## src/include/lrr_pkg.sv

```systemverilog
// Constants and types for the return-with-immediate and rotate-through-spill unit.
// Assumes a core that decodes instructions and owns the program counter stack.
package lrr_pkg;
	localparam int DATA_W = 8;
	localparam int PC_W   = 15;
	localparam int ADDR_W = 7;
	localparam logic [DATA_W-1:0] ACC_RST   = 8'h00;
	localparam logic [PC_W-1:0]   PC_RST    = 15'h0000;
	localparam logic              SPILL_RST = 1'h0;
	localparam logic              DEST_ACC  = 1'h0;
	localparam logic              DEST_REG  = 1'h1;
	localparam logic              READY_RST = 1'h1;
	localparam logic              PULSE_RST = 1'h0;
	localparam logic [ADDR_W-1:0] REG_ADDR_RST = 7'h00;
	localparam logic [DATA_W-1:0] REG_DATA_RST = 8'h00;
	localparam int MSB = DATA_W - 1;

	typedef enum logic [1:0] {
		LRR_OP_NONE  = 2'h0,
		LRR_OP_RETI  = 2'h1,
		LRR_OP_ROTL  = 2'h2,
		LRR_OP_ROTR  = 2'h3
	} lrr_op_t;

	typedef enum logic [1:0] {
		LRR_ST_IDLE  = 2'b00,
		LRR_ST_FETCH = 2'b01
	} lrr_state_t;
endpackage

```

## src/core/lrr_rotator.sv

```systemverilog
// Combinational nine-bit rotate through the spill bit.
// Assumes operand and spill come from flip-flops on the core clock.
`timescale 1ns/1ps
module lrr_rotator
	import lrr_pkg::*;
(
	input  wire logic              left_in,
	input  wire logic [DATA_W-1:0] operand_in,
	input  wire logic              spill_in,
	output logic      [DATA_W-1:0] result_out,
	output logic                   spill_out
);
	always_comb begin
		if (left_in) begin
			result_out = {operand_in[MSB-1:0], spill_in};  // see RULE_04 see RULE_07
			spill_out  = operand_in[MSB];                   // see RULE_07
		end else begin
			result_out = {spill_in, operand_in[MSB:1]};     // see RULE_05 see RULE_07
			spill_out  = operand_in[0];                     // see RULE_07
		end
	end
endmodule

```

## src/core/lrr_core.sv

```systemverilog
// Execution unit for return-with-immediate and the two rotate-through-spill ops.
// Assumes the decoder presents one instruction per cycle while ready_out is high,
// and that operand_in holds the addressed register contents in that cycle.
// Ops offered while ready_out is low are dropped, not queued; the decoder must hold them.
//
// Contract
// RULE_01 - Return-with-immediate loads its 8-bit immediate into the accumulator.
// RULE_02 - Return-with-immediate pops the stack and loads PC from the stack head.
// RULE_03 - Return-with-immediate is one word, two cycles, leaves status flags alone.
// RULE_04 - Rotate left moves the operand one place left through the spill bit.
// RULE_05 - Rotate right moves the operand one place right through the spill bit.
// RULE_06 - Target bit 0 writes the accumulator, 1 writes back the operand register.
// RULE_07 - Left: bit 7 to spill, spill to bit 0; right mirrored; one cycle.
`timescale 1ns/1ps
module lrr_core
	import lrr_pkg::*;
(
	input  wire logic              ref_clk_in,
	input  wire logic              rst_b_in,
	input  wire lrr_op_t           op_in,
	input  wire logic [DATA_W-1:0] imm_in,
	input  wire logic [ADDR_W-1:0] addr_in,
	input  wire logic              dest_in,
	input  wire logic [DATA_W-1:0] operand_in,
	input  wire logic [PC_W-1:0]   stack_head_in,
	output logic      [DATA_W-1:0] acc_out,
	output logic                   spill_out,
	output logic      [PC_W-1:0]   pc_out,
	output logic                   pc_load_out,
	output logic                   stack_pop_out,
	output logic                   reg_we_out,
	output logic      [ADDR_W-1:0] reg_addr_out,
	output logic      [DATA_W-1:0] reg_data_out,
	output logic                   ready_out
);
	lrr_state_t        state;
	lrr_state_t        next_state;
	logic              go;
	logic              take_ret;
	logic              take_rot;
	logic              rot_left;
	logic              rot_to_acc;
	logic              rot_to_reg;
	logic [DATA_W-1:0] rot_val;
	logic              rot_spill;

	// Opcode decode feeds the take_ret and take_rot strobes; the sequencer and the spill and data registers case on op_in directly
	function automatic logic op_is_return(input lrr_op_t op);
		return op == LRR_OP_RETI;
	endfunction

	function automatic logic op_is_rotate(input lrr_op_t op);
		return (op == LRR_OP_ROTL) || (op == LRR_OP_ROTR);
	endfunction

	function automatic logic dest_is_acc(input logic dest);
		return dest == DEST_ACC;
	endfunction

	// Only the idle slot takes an op; whatever sits on op_in in the dead slot is dropped
	assign go         = (state == LRR_ST_IDLE);
	assign take_ret   = go && op_is_return(op_in);
	assign take_rot   = go && op_is_rotate(op_in);
	assign rot_left   = (op_in == LRR_OP_ROTL);
	assign rot_to_acc = take_rot && dest_is_acc(dest_in);
	assign rot_to_reg = take_rot && !dest_is_acc(dest_in);

	lrr_rotator lrr_rotator_inst (
		.left_in    (rot_left),
		.operand_in (operand_in),
		.spill_in   (spill_out),
		.result_out (rot_val),
		.spill_out  (rot_spill)
	);

	// Second cycle of the return is a dead slot while the fetch refills
	always_comb begin
		next_state = state;
		case (state)
			LRR_ST_IDLE: begin
				case (op_in)
					LRR_OP_RETI: begin
						next_state = LRR_ST_FETCH;  // see RULE_03
					end
					LRR_OP_ROTL: begin
						next_state = LRR_ST_IDLE;  // see RULE_07
					end
					LRR_OP_ROTR: begin
						next_state = LRR_ST_IDLE;  // see RULE_07
					end
					default: begin
						next_state = LRR_ST_IDLE;
					end
				endcase
			end
			LRR_ST_FETCH: begin
				next_state = LRR_ST_IDLE;
			end
			default: begin
				next_state = LRR_ST_IDLE;
			end
		endcase
	end

	always_ff @(posedge ref_clk_in) begin
		if (!rst_b_in) begin
			state <= LRR_ST_IDLE;
		end else begin
			state <= next_state;
		end
	end

	// Registered from next_state so the decoder sees the stall without a path through op_in
	always_ff @(posedge ref_clk_in) begin
		if (!rst_b_in) begin
			ready_out <= READY_RST;
		end else begin
			case (next_state)
				LRR_ST_IDLE: begin
					ready_out <= 1'h1;
				end
				default: begin
					ready_out <= 1'h0;  // see RULE_03
				end
			endcase
		end
	end

	// Return and rotate never share a slot, so the accumulator has one writer per cycle
	always_ff @(posedge ref_clk_in) begin
		if (!rst_b_in) begin
			acc_out <= ACC_RST;
		end else if (go) begin
			case (op_in)
				LRR_OP_RETI: begin
					acc_out <= imm_in;  // see RULE_01
				end
				LRR_OP_ROTL, LRR_OP_ROTR: begin
					if (rot_to_acc) begin
						acc_out <= rot_val;  // see RULE_06
					end
				end
				default: begin
					acc_out <= acc_out;
				end
			endcase
		end
	end

	// Return leaves spill untouched; only rotates change it
	always_ff @(posedge ref_clk_in) begin
		if (!rst_b_in) begin
			spill_out <= SPILL_RST;
		end else if (go) begin
			case (op_in)
				LRR_OP_ROTL, LRR_OP_ROTR: begin
					spill_out <= rot_spill;  // see RULE_04 see RULE_05
				end
				LRR_OP_RETI: begin
					spill_out <= spill_out;  // see RULE_03
				end
				default: begin
					spill_out <= spill_out;
				end
			endcase
		end
	end

	// Popping and loading share one decode so the stack and the PC cannot disagree
	always_ff @(posedge ref_clk_in) begin
		if (!rst_b_in) begin
			pc_out <= PC_RST;
		end else if (take_ret) begin
			pc_out <= stack_head_in;  // see RULE_02
		end
	end

	always_ff @(posedge ref_clk_in) begin
		if (!rst_b_in) begin
			pc_load_out <= PULSE_RST;
		end else begin
			pc_load_out <= take_ret;  // see RULE_02
		end
	end

	always_ff @(posedge ref_clk_in) begin
		if (!rst_b_in) begin
			stack_pop_out <= PULSE_RST;
		end else begin
			stack_pop_out <= take_ret;  // see RULE_02
		end
	end

	// Write-back strobe only when the target bit picks the register file
	always_ff @(posedge ref_clk_in) begin
		if (!rst_b_in) begin
			reg_we_out <= PULSE_RST;
		end else begin
			reg_we_out <= rot_to_reg;  // see RULE_06
		end
	end

	// Address and data load on every rotate, either target, then hold; the register file only looks while the strobe is high
	always_ff @(posedge ref_clk_in) begin
		if (!rst_b_in) begin
			reg_addr_out <= REG_ADDR_RST;
		end else if (take_rot) begin
			reg_addr_out <= addr_in;  // see RULE_06
		end
	end

	always_ff @(posedge ref_clk_in) begin
		if (!rst_b_in) begin
			reg_data_out <= REG_DATA_RST;
		end else if (go) begin
			case (op_in)
				LRR_OP_ROTL, LRR_OP_ROTR: begin
					reg_data_out <= rot_val;  // see RULE_06
				end
				default: begin
					reg_data_out <= reg_data_out;
				end
			endcase
		end
	end
endmodule

```

## config.mk

```make
export PLATFORM = sky130hd
export DESIGN_NAME = lrr_core
export DESIGN_NICKNAME = d
export VERILOG_FILES = /design/src/include/lrr_pkg.sv /design/src/core/lrr_rotator.sv /design/src/core/lrr_core.sv
export SDC_FILE = /design/constraint.sdc
export NUM_CORES = 1
export LEC_CHECK = 0
export ABC_AREA = 1
export BUFFER_PORTS_ARGS = -buffer_cell sky130_fd_sc_hd__buf_2
export CAP_MARGIN = 20
export CORE_MARGIN = 10
export CORE_UTILIZATION = 46
export DETAILED_ROUTE_END_ITERATION = 10
export HOLD_SLACK_MARGIN = 0.03
export PLACE_DENSITY = 0.79
export SLEW_MARGIN = 20
export SYNTH_ARGS = -nofsm -noshare
export SYNTH_HDL_FRONTEND = slang
export SYNTH_SLANG_ARGS = --single-unit
```

## constraint.sdc

```tcl
create_clock -name ref_clk_in -period 1.3 [get_ports ref_clk_in]
set_input_delay 0.195 -clock ref_clk_in [delete_from_list [all_inputs] [get_ports ref_clk_in]]
set_output_delay 0.195 -clock ref_clk_in [all_outputs]
set_load 0.01 [all_outputs]
```

==> results.md <==
* Final core utilization at 64.5%
* Initial Utilization at 49.0%
* CP endpoint kind: output pin
* GR Util met3 at 5.66%
* TritonRoute pass-1 iters at 4
* DR DRC count at 0
* Status: finished, final reports clean
* Sequential share of power at 50.1%
* Share of cells above drive strength 1 at 30.8%
* Dominant cell type by area after synthesis: dfxtp_1
* # fillers at 349
* Final net count at 399
* First-pass GRT wire length at 8380 µm
* IO Pins at 86
* RSZ-0062 raised after global routing: no
* Worst path required time at 1.11 ns
* Post-synthesis register bit count at 42
* Fmax at 908 MHz
* Power Density at 1170 nW/µm²
* Post-layout min period at 1.10 ns
* Avg Cell Area, Syn at 6.92 µm²
* P_leak at 1.35 nW
* Clk_lat worst skew at 0.29 ns
* GRT busiest layer: met2
* Multi-input logic area at 787 µm²
* GRT met2 Usage at 23.0%
* Final worst-path cycle share at 84.7%
* Syn_nets at 310
* CP max stage cell: dfxtp_1
* Synth warn at 0
* Antenna violations before repair at 0
* Cell area after synthesis at 1850 µm²
* Worst-path maximum fanout at 3
* WL per Instance at 12.4 µm
* Clock power frac at 29.8%
* FF+latch area at 841 µm²
* Switch Pwr at 0.000794 W
* Internal Power at 0.00206 W
* Die area at 6950 µm²
* Final cell count without fillers at 405
* Critical-path cell list: buf_4, buf_2
* Placed insts at 397
* Setup Fix Bufs, Post-CTS at 0
* Sw frac at 27.8%
* Final antenna diode count at 0
* Synth area leaders: dfxtp_1 (45%), nand2_1 (12%), nor2_1 (11%)
* Area Growth Syn to Fin at 31.7%
* Clk_skew at 0.00728 ns
* WP data arrival at 0.91 ns
* Root Buffer: clkbuf_8
* Min-Delay Path Class: input pin to flop
* Routed vias/inst at 4.60
* Largest net degree at the start of global routing at 22
* Cell variety after synth at 21
* Post-synthesis sequential area ratio at 45.5%
* Final Hold Viols at 0
* Max Root-Sink Buffers at 2
* Worst slew pin tran at 0.271 ns
* Final Max Tran Viols at 0
* All-Layer GR Usage at 14.0%
* Die W at 83.4 µm
* Commonest non-fill, non-tap cell in the layout: buf_2
* CTS Sinks at 42
* Mapped Cells at 267
* Quantity of gates resized following cts at 0
* Peak supply drop at 738 µV
* Leading cell types in the layout, fill and taps excluded: buf_2 (85), nand2_1 (57), nor2_1 (55), dfxtp_1 (42), inv_1 (34)
* I/O Buffers at 85
* Setup TNS at 0 ns
* Worst-path clk slew at 0.08 ns
* Slew margin rel. at 81.8%
* Row Count at 22
* Max-cap viol count at 0
* CP peak stage delay at 0.35 ns
* CTS tree: yes
* Routability congestion estimate at 0.802
* Die Y-Extent at 83.4 µm
* Antenna viol nets, final at 0
* Number of global-route vias before repair at 1877
* Synth top area share at 45.5%
* Met1 global-route usage at 15.6%
* Final wirelength at 5000 µm
* Hold buffer count at CTS at 0
* CORE AREA at 3770 µm²
* Num CTS Buffers at 5
* Crit Path Class: flop to output pin
* Combinational group share of total power at 20.1%
* Startpoint types: flop
* H-tree depth at 2
* Endpoints failing setup at 0
* DP Wirelength at 4010 µm
* Via count at 1865
* Starting DRT DRC Count at 85
* Remaining Overflow, GRT at 0
logic make-up (layout without fill, tap and decap cells):
kind of cell,after synthesis,in the layout,synth area share [%]
buf+inv,51,141,11.9
compound gates,40,40,10.8
simple gates,134,134,31.8
flops,42,42,45.5
path summary, 6_finish.rpt:
check	endpoint	slack [ns]	depth (start not counted)	from
setup reg to reg	reg_data_out[1]	0.20	7	state[0]
setup / recovery	stack_pop_out	0.20	2	state[0]
hold / removal	reg_addr_out[2]	0.13	3	addr_in[2]
hold reg to reg	pc_out[6]	0.44	2	pc_out[6]
metal layers:
| layer | share of wire [%] | wire, µm | vias up |
|---|---|---|---|
| li1 | - | - | 991 |
| met1 | 43 | 2130 | 812 |
| met2 | 48 | 2400 | 53 |
| met3 | 7.5 | 376 | 9 |
| met4 | 1.9 | 93 | 0 |
| met5 | 0 | 0 | - |
worst max-delay path: cells and delay by family (launching register included):
family	cells	cell delay, ns
buf+inv	2	0.27
flops	1	0.35
registers in the layout, summed over array words and instances, names as in the netlist:
name and flops:
state 1, ready_out 1, reg_addr_out 7, spill_out 1
reg_data_out 8, pc_out 15, reg_we_out 1, acc_out 8
metrics by stage:
stage / hold slack [ns] / worst slack (ns) / total power (W) / instance area [µm²]
floorplan: 0.330 / 0.191 / 0.00180 / 1850
global placement: 0.416 / 0.199 / 0.00202 / 2340
detailed placement: 0.424 / 0.177 / 0.00204 / 2340
CTS: 0.122 / 0.182 / 0.00289 / 2430
global route: 0.161 / 0.0862 / 0.00301 / 2430
finish: 0.128 / 0.199 / 0.00285 / 2430
Yosys cell counts:
cell type  instances
nand3b_1           8
inv_4              1
buf_4              4
clkbuf_1           4
nand2_4            2
o21ai_1           17
buf_6              1
nand3_1            8
nand3_2            1
a21oi_1           16
nor2_4             1
nand2_1           57
inv_2              3
nor3_1             1
o21ai_0            7
inv_1             34
buf_2              3
clkinv_1           1
nand3_4            1
dfxtp_1           42
nor2_1            55
layout make-up:
class | count | area share [%]
clock buffers | 7 | 3.55
clock inverters | 1 | 0.206
inverters | 39 | 6.12
multi-input cells | 174 | 32.3
flip-flops and latches | 42 | 34.6
well taps | 48 | 2.47
repair buffers | 94 | 20.8
power by group through the flow:
stage          registers [W]  clock network [W]  logic, W
3_3_place_gp         0.00146                  0  0.000570
4_1_cts              0.00143           0.000875  0.000583
6_report             0.00143           0.000849  0.000573
2_1_floorplan        0.00151                  0  0.000289
5_1_grt              0.00144           0.000910  0.000654
3_5_place_dp         0.00146                  0  0.000580
No activity file was read; power rests on OpenSTA's default activity.
